$ cat src/rtl/sleie_defines.svh
`ifndef SLEIE_DEFINES_SVH
`define SLEIE_DEFINES_SVH
`define SLEIE_ADDR_W 12
`define SLEIE_OFF_CTRL 12'h000
`define SLEIE_OFF_LED_LO 12'h004
`define SLEIE_OFF_LED_HI 12'h008
`define SLEIE_CTRL_RI_EN 0
`define SLEIE_CTRL_FOUR 1
`define SLEIE_CTRL_LINKED 2
`define SLEIE_CTRL_W 3
`define SLEIE_CTRL_RST 3'h0
`define SLEIE_LED_LO_W 24
`define SLEIE_LED_HI_W 9
`define SLEIE_PHASE_BIT 9
`define SLEIE_CLK_NS 50
`define SLEIE_BLINK_HALF_NS 250000000
`endif

$ cat src/rtl/sleie_pkg.sv
package sleie_pkg;
  typedef enum logic [2:0] {
    SLEIE_OFF = 3'h0,
    SLEIE_RED = 3'h1,
    SLEIE_GREEN = 3'h2,
    SLEIE_YELLOW = 3'h3,
    SLEIE_BLUE = 3'h4,
    SLEIE_ORANGE = 3'h5
  } sleie_color_e;

  typedef struct packed {
    logic powered;
    logic safety_switching_outputs_on;
    logic device_error;
    logic field_occupied;
    logic restart_interlock_locked;
    logic linked_sensor_enabled;
    logic warn_field1;
    logic warn_field2;
    logic warn_field3;
    logic self_test_fail;
    logic internal_comm_fail;
    logic locate_active;
    logic sp_active;
    logic sp_passive;
    logic sp_config_fail;
    logic sp_comm_error;
    logic bus_init;
    logic bus_active;
    logic cyclic_exchange;
    logic topology_error;
    logic eth_config_fail;
    logic no_data;
    logic invalid_data;
    logic bus_error;
    logic [1:0] port_link;
    logic [1:0] port_activity;
  } sleie_status_s;

  typedef struct packed {
    sleie_color_e port2_link_activity_led;
    sleie_color_e port1_link_activity_led;
    sleie_color_e network_led;
    sleie_color_e safety_protocol_indicator;
    sleie_color_e power_indicator;
    sleie_color_e spare_led;
    sleie_color_e warn2_led;
    sleie_color_e warn3_led;
    sleie_color_e warn_led;
    sleie_color_e restart_led;
    sleie_color_e safety_output_led;
  } sleie_leds_s;
endpackage

$ cat src/rtl/sleie_top.sv
`timescale 1ns/1ps
`include "sleie_defines.svh"
module sleie_top #(
  parameter int unsigned BLINK_HALF_CYCLES = `SLEIE_BLINK_HALF_NS / `SLEIE_CLK_NS
) (
  input wire logic pclk,
  input wire logic presetn,
  input wire logic psel,
  input wire logic penable,
  input wire logic pwrite,
  input wire logic [`SLEIE_ADDR_W-1:0] paddr,
  input wire logic [31:0] pwdata,
  output logic [31:0] prdata,
  output logic pready,
  output logic pslverr,
  input wire sleie_pkg::sleie_status_s status,
  output sleie_pkg::sleie_leds_s leds
);
  import sleie_pkg::*;

  logic [`SLEIE_CTRL_W-1:0] ctrl;
  logic [31:0] blink_cnt;
  logic blink_phase;
  logic blink_wrap;
  sleie_leds_s next_leds;

  function automatic sleie_color_e flash(input sleie_color_e c, input logic ph);
    flash = ph ? c : SLEIE_OFF;
  endfunction

  function automatic sleie_color_e port_led(input logic link, input logic act,
                                            input logic ph);
    if (!link) begin
      port_led = SLEIE_OFF;
    end else if (act) begin
      port_led = ph ? SLEIE_ORANGE : SLEIE_GREEN;
    end else begin
      port_led = SLEIE_GREEN;
    end
  endfunction

  function automatic logic mapped(input logic [`SLEIE_ADDR_W-1:0] a);
    mapped = (a == `SLEIE_OFF_CTRL) || (a == `SLEIE_OFF_LED_LO) ||
             (a == `SLEIE_OFF_LED_HI);
  endfunction

  // single divider so every flashing led blinks in phase
  assign blink_wrap = (blink_cnt == BLINK_HALF_CYCLES - 32'h00000001);

  always_ff @(posedge pclk or negedge presetn) begin
    if (!presetn) begin
      blink_cnt <= 32'h00000000;
    end else if (blink_wrap) begin
      blink_cnt <= 32'h00000000;
    end else begin
      blink_cnt <= blink_cnt + 32'h00000001;
    end
  end

  always_ff @(posedge pclk or negedge presetn) begin
    if (!presetn) begin
      blink_phase <= 1'b0;
    end else if (blink_wrap) begin
      blink_phase <= ~blink_phase;
    end
  end

  // apb slave: zero wait states, unmapped offsets answer with pslverr
  assign pready = 1'b1;
  assign pslverr = psel && penable && !mapped(paddr);

  always_ff @(posedge pclk or negedge presetn) begin
    if (!presetn) begin
      ctrl <= `SLEIE_CTRL_RST;
    end else if (psel && penable && pwrite && paddr == `SLEIE_OFF_CTRL) begin
      ctrl <= pwdata[`SLEIE_CTRL_W-1:0];
    end
  end

  // read data latched in setup so it stands registered for the access phase
  always_ff @(posedge pclk or negedge presetn) begin
    if (!presetn) begin
      prdata <= 32'h00000000;
    end else if (psel && !penable && !pwrite) begin
      prdata <= 32'h00000000;
      unique case (paddr)
        `SLEIE_OFF_CTRL: begin
          prdata[`SLEIE_CTRL_W-1:0] <= ctrl;
        end
        `SLEIE_OFF_LED_LO: begin
          prdata[`SLEIE_LED_LO_W-1:0] <= {leds.safety_protocol_indicator,
            leds.power_indicator, leds.spare_led, leds.warn2_led, leds.warn3_led,
            leds.warn_led, leds.restart_led, leds.safety_output_led};
        end
        `SLEIE_OFF_LED_HI: begin
          prdata[`SLEIE_LED_HI_W-1:0] <= {leds.port2_link_activity_led,
            leds.port1_link_activity_led, leds.network_led};
          prdata[`SLEIE_PHASE_BIT] <= blink_phase;
        end
        default: begin
          prdata <= 32'h00000000;
        end
      endcase
    end
  end

  // each chain checks power or link loss first where it has one, then errors, then activity, then idle
  always_comb begin
    next_leds = '0;
    if (!status.powered) begin
      next_leds.safety_output_led = SLEIE_OFF;
    end else if (status.device_error) begin
      next_leds.safety_output_led = flash(SLEIE_RED, blink_phase);
    end else if (status.safety_switching_outputs_on) begin
      next_leds.safety_output_led = SLEIE_GREEN;
    end else begin
      next_leds.safety_output_led = SLEIE_RED;
    end

    // occupied field wins even with the interlock disabled
    if (status.field_occupied) begin
      next_leds.restart_led = flash(SLEIE_YELLOW, blink_phase);
    end else if (ctrl[`SLEIE_CTRL_RI_EN] && status.restart_interlock_locked &&
                 (!ctrl[`SLEIE_CTRL_LINKED] || status.linked_sensor_enabled)) begin
      next_leds.restart_led = SLEIE_YELLOW;
    end else begin
      next_leds.restart_led = SLEIE_OFF;
    end

    next_leds.warn_led = status.warn_field1 ? SLEIE_BLUE : SLEIE_OFF;
    next_leds.warn3_led = (ctrl[`SLEIE_CTRL_FOUR] && status.warn_field3) ?
                          SLEIE_BLUE : SLEIE_OFF;
    next_leds.warn2_led = (ctrl[`SLEIE_CTRL_FOUR] && status.warn_field2) ?
                          flash(SLEIE_YELLOW, blink_phase) : SLEIE_OFF;
    next_leds.spare_led = SLEIE_OFF;

    if (!status.powered) begin
      next_leds.power_indicator = SLEIE_OFF;
    end else if (status.self_test_fail || status.internal_comm_fail) begin
      next_leds.power_indicator = SLEIE_RED;
    end else if (status.locate_active) begin
      next_leds.power_indicator = flash(SLEIE_GREEN, blink_phase);
    end else begin
      next_leds.power_indicator = SLEIE_GREEN;
    end

    if (status.sp_comm_error) begin
      next_leds.safety_protocol_indicator = SLEIE_RED;
    end else if (status.sp_config_fail) begin
      next_leds.safety_protocol_indicator = flash(SLEIE_RED, blink_phase);
    end else if (status.sp_passive || status.locate_active) begin
      next_leds.safety_protocol_indicator = flash(SLEIE_GREEN, blink_phase);
    end else if (status.sp_active) begin
      next_leds.safety_protocol_indicator = SLEIE_GREEN;
    end else begin
      next_leds.safety_protocol_indicator = SLEIE_OFF;
    end

    if (status.bus_error) begin
      next_leds.network_led = SLEIE_RED;
    end else if (status.eth_config_fail || status.no_data || status.invalid_data) begin
      next_leds.network_led = flash(SLEIE_RED, blink_phase);
    end else if (status.topology_error) begin
      next_leds.network_led = flash(SLEIE_ORANGE, blink_phase);
    end else if (status.bus_init || status.locate_active) begin
      next_leds.network_led = flash(SLEIE_GREEN, blink_phase);
    end else if (status.bus_active && status.cyclic_exchange) begin
      next_leds.network_led = SLEIE_GREEN;
    end else begin
      next_leds.network_led = SLEIE_OFF;
    end

    next_leds.port1_link_activity_led = port_led(status.port_link[0],
      status.port_activity[0], blink_phase);
    next_leds.port2_link_activity_led = port_led(status.port_link[1],
      status.port_activity[1], blink_phase);
  end

  always_ff @(posedge pclk or negedge presetn) begin
    if (!presetn) begin
      leds <= '0;
    end else begin
      leds <= next_leds;
    end
  end

  // no network fault of any kind pending
  logic net_clean;
  assign net_clean = !status.bus_error && !status.eth_config_fail && !status.no_data &&
                     !status.invalid_data && !status.topology_error;
endmodule

$ cat config.mk
export PLATFORM = sky130hd
export DESIGN_NAME = sleie_top
export DESIGN_NICKNAME = d
export VERILOG_FILES = /design/src/rtl/sleie_pkg.sv /design/src/rtl/sleie_top.sv
export VERILOG_INCLUDE_DIRS = /design/src /design/src/rtl
export SDC_FILE = /design/constraint.sdc
export NUM_CORES = 1
export LEC_CHECK = 0
export BUFFER_PORTS_ARGS = -buffer_cell sky130_fd_sc_hd__buf_2
export CAP_MARGIN = 20
export CORE_MARGIN = 2
export CORE_UTILIZATION = 44
export CTS_CLUSTER_DIAMETER = 40
export DETAILED_ROUTE_END_ITERATION = 8
export HOLD_SLACK_MARGIN = 0.06
export PLACE_DENSITY = 0.75
export SETUP_SLACK_MARGIN = 0.05
export SLEW_MARGIN = 15
export SYNTH_ARGS = -nofsm -noshare
export SYNTH_HDL_FRONTEND = slang
export SYNTH_SLANG_ARGS = --single-unit
$ cat constraint.sdc
create_clock -name pclk -period 2.35 [get_ports pclk]
set_clock_uncertainty 0.05 [all_clocks]
set_input_delay 0.47 -clock pclk [delete_from_list [all_inputs] [get_ports pclk]]
set_output_delay 0.47 -clock pclk [all_outputs]
set_load 0.005 [all_outputs]
# Word-level counts from Yosys, hierarchy flattened
# Index checks and enable logic that the tools add are counted.
[totals]
reg_bits = 89
in_bits = 77
out_inout_bits = 67
wordCells = 76
[op_classes]
addsub = 1
eq_ne = 3
n_mux = 33
bitwise = 1
reduce_logical = 24
[ops]
columns = ["operator", "n"]
rows = [
  ["$mux W3", 13],
  ["$add A32 B1 Y32 const B", 1],
  ["$eq A32 B23 Y1 const B", 1],
  ["$mux W32", 1],
  ["$mux W2", 15],
  ["$mux W14", 1],
  ["$pmux W7 S2", 1],
  ["$eq A12 B3 Y1 const B", 1],
  ["$eq A12 B4 Y1 const B", 1],
  ["$logic_not A12 Y1", 1],
  ["$logic_and A1 B1 Y1", 11],
  ["$pmux W3 S3", 1],
  ["$logic_or A1 B1 Y1", 8],
  ["$logic_not A1 Y1", 4],
  ["$mux W1", 1],
  ["$not A1 Y1", 1],
]

# Longest topological paths before layout
[logic_depth]
ltp_word = 6
depth_mapped = 6
ltp_nobuf = 5

# Worst setup path after synthesis
# OpenSTA, ideal clock, no wires.
[synth_timing]
path_kind = "register to register"
start = "register blink_cnt[12]"
end = "register blink_phase"
setup_time_ns = 0.080
arrival_time_ns = 1.942
t_required_ns = 2.220
path_slack_ns = 0.278
path_stages_with_launch = 5
n_path_buf = 0
synth_period_minus_slack_ns = 2.072
path_cell_list = "dfrtp_1 or4_1 or4_4 nor3_4 xnor2_1"
[synth_via]
elab_chain_cells = 1
[synth_rtl]
columns = ["item", "line_no", "rtl"]
rows = [
  ["start, declared", "sleie_top.sv:22", "logic [31:0] blink_cnt;"],
  ["start signal, assigned", "sleie_top.sv:56", "blink_cnt <= blink_cnt + 32'h00000001;"],
  ["$eq A32 B23 Y1", "sleie_top.sv:48", "assign blink_wrap = (blink_cnt == BLINK_HALF_CYCLES - 32'h00000001);"],
  ["end signal, assigned", "sleie_top.sv:64", "blink_phase <= ~blink_phase;"],
  ["end, declared", "sleie_top.sv:23", "logic blink_phase;"],
]
# Every way passes these cells.
# A chain may end at the register's enable or synchronous reset.

# Worst setup path after layout
[layout_timing]
start = "register blink_cnt[13]"
end = "register blink_phase"
# The elaborated chain is that of the path after synthesis.

==> impl_metrics.json <==
{
  "status": "completed",
  "p_leak_nw": 2.02,
  "antenna_found_initial": 0,
  "clock-root-buffer": "sky130_fd_sc_hd__clkbuf_8",
  "total_routing_usage_gr_pct": 17.9,
  "peakVddDrop_mv": 0.253,
  "cts.sink_count": 69,
  "finalHoldViolCount": 0,
  "worst_pin_slew_ns": 0.641,
  "drt_pre_antenna_iters": 4,
  "synth_area_um2": 3300,
  "cts-hold-fix-buffers": 0,
  "dieArea_um2": 8210,
  "cts.repair_timing.setup_buffer_count": 0,
  "crit_arrival_ns": 2.34,
  "die-width_um": 90.6,
  "tns_ns": 0,
  "wirelength_um": 7080,
  "finalCritPeriodShare_pct": 90.4,
  "ys_ff_latch": 69,
  "drive_above_1_share_pct": 27.6,
  "largest_net_degree_at_the_start_of_global_routing": 70,
  "setup_crit_path_kind": "reg2reg",
  "ys_async_rst_share_pct": 100,
  "worstSkewPairLatency_ns": 0.34,
  "maxCapViolCount": 0,
  "relSlewSlack_pct": 57.1,
  "first_global_vias": 2490,
  "fmaxAchievable_ghz": 0.471,
  "worstPathRequired_ns": 2.57,
  "drcViolationCount": 0,
  "diodes": 0,
  "clk_pin_slew_worst_paths_ns": 0.07,
  "synthesis.yosys.warnings": 0,
  "port-buffer-count": 86,
  "dominantRegCellSynth": "sky130_fd_sc_hd__dfrtp_1",
  "layout.cells.most_common": "sky130_fd_sc_hd__buf_2",
  "start_kind": "flip-flop",
  "clockBufferDepth": 2,
  "grt_pass1_wl_um": 11800,
  "min-delay-path-class": "in2async",
  "dpl.hpwl_um": 5150,
  "detail_route.vias_per_cell": 5.10,
  "layout.cells.most_common_list": "sky130_fd_sc_hd__buf_2 (86), sky130_fd_sc_hd__dfrtp_1 (69), sky130_fd_sc_hd__conb_1 (28)",
  "core_area_um2": 7250,
  "post_synth_num_cell_types": 40,
  "clock_tree_from_tritoncts": "built",
  "drtIter0Drc": 142,
  "design.final.nets": 482,
  "cell_area_power_density_nw_per_um2": 545,
  "cell_internal_pwr_mw": 1.62,
  "residual_overflow_from_global_routing": 0,
  "cp-end-kind": "flip-flop",
  "final_gp_congestion": 0.860,
  "rsz0062_at_grt": "false",
  "htree_num_levels": 3,
  "cts_made_buffers": 9,
  "p_switching_mw": 0.515,
  "synth.avg_cell_area_um2": 10.4,
  "maxSlewViolCount": 0,
  "vias": 2590,
  "setup_viol": 0,
  "clockPowerShare_pct": 38.1,
  "synth_seq_area_share_pct": 52.3,
  "antenna_violating_nets_post_route": 0,
  "effective_utilization_at_floorplan_pct": 45.5,
  "synthesis.instances": 316,
  "finalWorstPathRequiredPeriod_ns": 2.12,
  "num_rows": 31,
  "ctsResizeCount": 0,
  "number_of_enable_type_register_cells_in_the_synthesized_netlist": 0,
  "combinationalPowerShare_pct": 5.7,
  "fp.dieH_um": 90.6,
  "switching_share_pct": 24.1,
  "timing.critical_path.fanout_max": 10,
  "areaGrowthSynthToFinish_pct": 18.5,
  "seqPwrFrac_pct": 56.2,
  "total_power_mw": 2.13,
  "detail_route.wl_per_cell_um": 13.9,
  "io_count": 144
}
[cell type report]
type                    count  area, um^2
well taps                  99         124
fillers                   671        3340
inverters                   7        26.3
clock inverters             7        42.5
repair buffers             92         500
clock buffers               9         124
multi-input cells         225        1370
flip-flops and latches     69        1730
[worst max-delay path, cell delays in order, from the launching register on]
cell and delay (ns):
sky130_fd_sc_hd__dfrtp_1 0.43, sky130_fd_sc_hd__or4_1 0.51, sky130_fd_sc_hd__or4_4 0.57, sky130_fd_sc_hd__nor3_4 0.22, sky130_fd_sc_hd__buf_12 0.16, sky130_fd_sc_hd__xnor2_1 0.11
[cells by family (layout without fill, tap and decap cells)]
kind of cell / count (synthesis) / in the layout / synth area share (%)
fa+ha+maj: 1 / 1 / 0.379
simple gates: 120 / 120 / 20.1
xor+xnor: 24 / 24 / 6.37
flops: 69 / 69 / 52.3
buf+inv: 48 / 115 / 9.21
other cells: 2 / 28 / 0.227
mux: 7 / 7 / 2.24
compound gates: 45 / 45 / 9.21
[registers in the layout, summed over array words and instances (netlist names)]
register / count
leds: 17
prdata: 16
blink_cnt: 32
blink_phase: 1
ctrl: 3
[power groups by stage]
stage | logic, mW | clock network (mW) | registers [mW]
floorplan | 0.0693 | 0 | 1.22
global route | 0.136 | 0.893 | 1.20
CTS | 0.122 | 0.838 | 1.20
global placement | 0.119 | 0 | 1.22
detailed placement | 0.121 | 0 | 1.22
finish | 0.121 | 0.813 | 1.20
[metal layers]
metal,GRT usage [%],vias to the layer above,part of all wire (%)
met5,0,-,0
met4,7.56,0,1.4
met3,4.09,9,5.8
met2,29.3,76,49
met1,22.9,1255,44
li1,-,1250,-
[path summary, 6_finish.rpt]
check	cells after the start	start	endpoint	slack, ns
min in group pclk	1	status[21]	leds[8]	0.19
max in group asynchronous	2	presetn	leds[25]	1.87
worst min-delay path	2	presetn	prdata[11]	0.1
worst min register to register	1	blink_cnt[0]	blink_cnt[0]	0.43
worst max register to register	5	blink_cnt[13]	blink_phase	0.23
worst max-delay path	5	blink_cnt[13]	blink_phase	0.23
[synthesized netlist by cell type, types with 2 or more instances]
| cell | instances | area (um^2) |
|---|---|---|
| sky130_fd_sc_hd__a21boi_0 | 2 | 15.0 |
| sky130_fd_sc_hd__a21oi_1 | 9 | 45.0 |
| sky130_fd_sc_hd__a22o_1 | 9 | 78.8 |
| sky130_fd_sc_hd__a22oi_1 | 3 | 22.5 |
| sky130_fd_sc_hd__and3_1 | 7 | 43.8 |
| sky130_fd_sc_hd__and4_1 | 8 | 70.1 |
| sky130_fd_sc_hd__buf_4 | 33 | 248 |
| sky130_fd_sc_hd__clkbuf_1 | 8 | 30.0 |
| sky130_fd_sc_hd__conb_1 | 2 | 7.51 |
| sky130_fd_sc_hd__dfrtp_1 | 69 | 1730 |
| sky130_fd_sc_hd__inv_1 | 7 | 26.3 |
| sky130_fd_sc_hd__mux2_2 | 3 | 33.8 |
| sky130_fd_sc_hd__mux2i_1 | 4 | 40.0 |
| sky130_fd_sc_hd__nand2_1 | 27 | 101 |
| sky130_fd_sc_hd__nand3_1 | 10 | 50.1 |
| sky130_fd_sc_hd__nand4_1 | 13 | 81.3 |
| sky130_fd_sc_hd__nor2_1 | 19 | 71.3 |
| sky130_fd_sc_hd__nor2b_1 | 4 | 25.0 |
| sky130_fd_sc_hd__nor3_1 | 7 | 35.0 |
| sky130_fd_sc_hd__nor3b_1 | 2 | 15.0 |
| sky130_fd_sc_hd__nor4_1 | 11 | 68.8 |
| sky130_fd_sc_hd__o21ai_0 | 10 | 50.1 |
| sky130_fd_sc_hd__o21bai_1 | 2 | 15.0 |
| sky130_fd_sc_hd__o31ai_1 | 5 | 37.5 |
| sky130_fd_sc_hd__or3_1 | 2 | 12.5 |
| sky130_fd_sc_hd__or4_1 | 4 | 30.0 |
| sky130_fd_sc_hd__xnor2_1 | 9 | 78.8 |
| sky130_fd_sc_hd__xor2_1 | 15 | 131 |
[through the flow]
step / util, % / hold slack, ns / std cells / cell area (um^2) / setup WS [ns]
after floorplan: - / 0.124 / 342 / 3400 / 0.278
after global placement: 51.6 / 0.409 / 492 / 3750 / 0.246
after detailed placement: 51.6 / 0.416 / 492 / 3750 / 0.229
after CTS: 53.9 / 0.0971 / 508 / 3910 / 0.216
after global routing: 53.9 / 0.117 / 508 / 3910 / 0.138
final: 53.9 / 0.0978 / 508 / 3910 / 0.226
No activity file was read; power rests on OpenSTA's default activity.
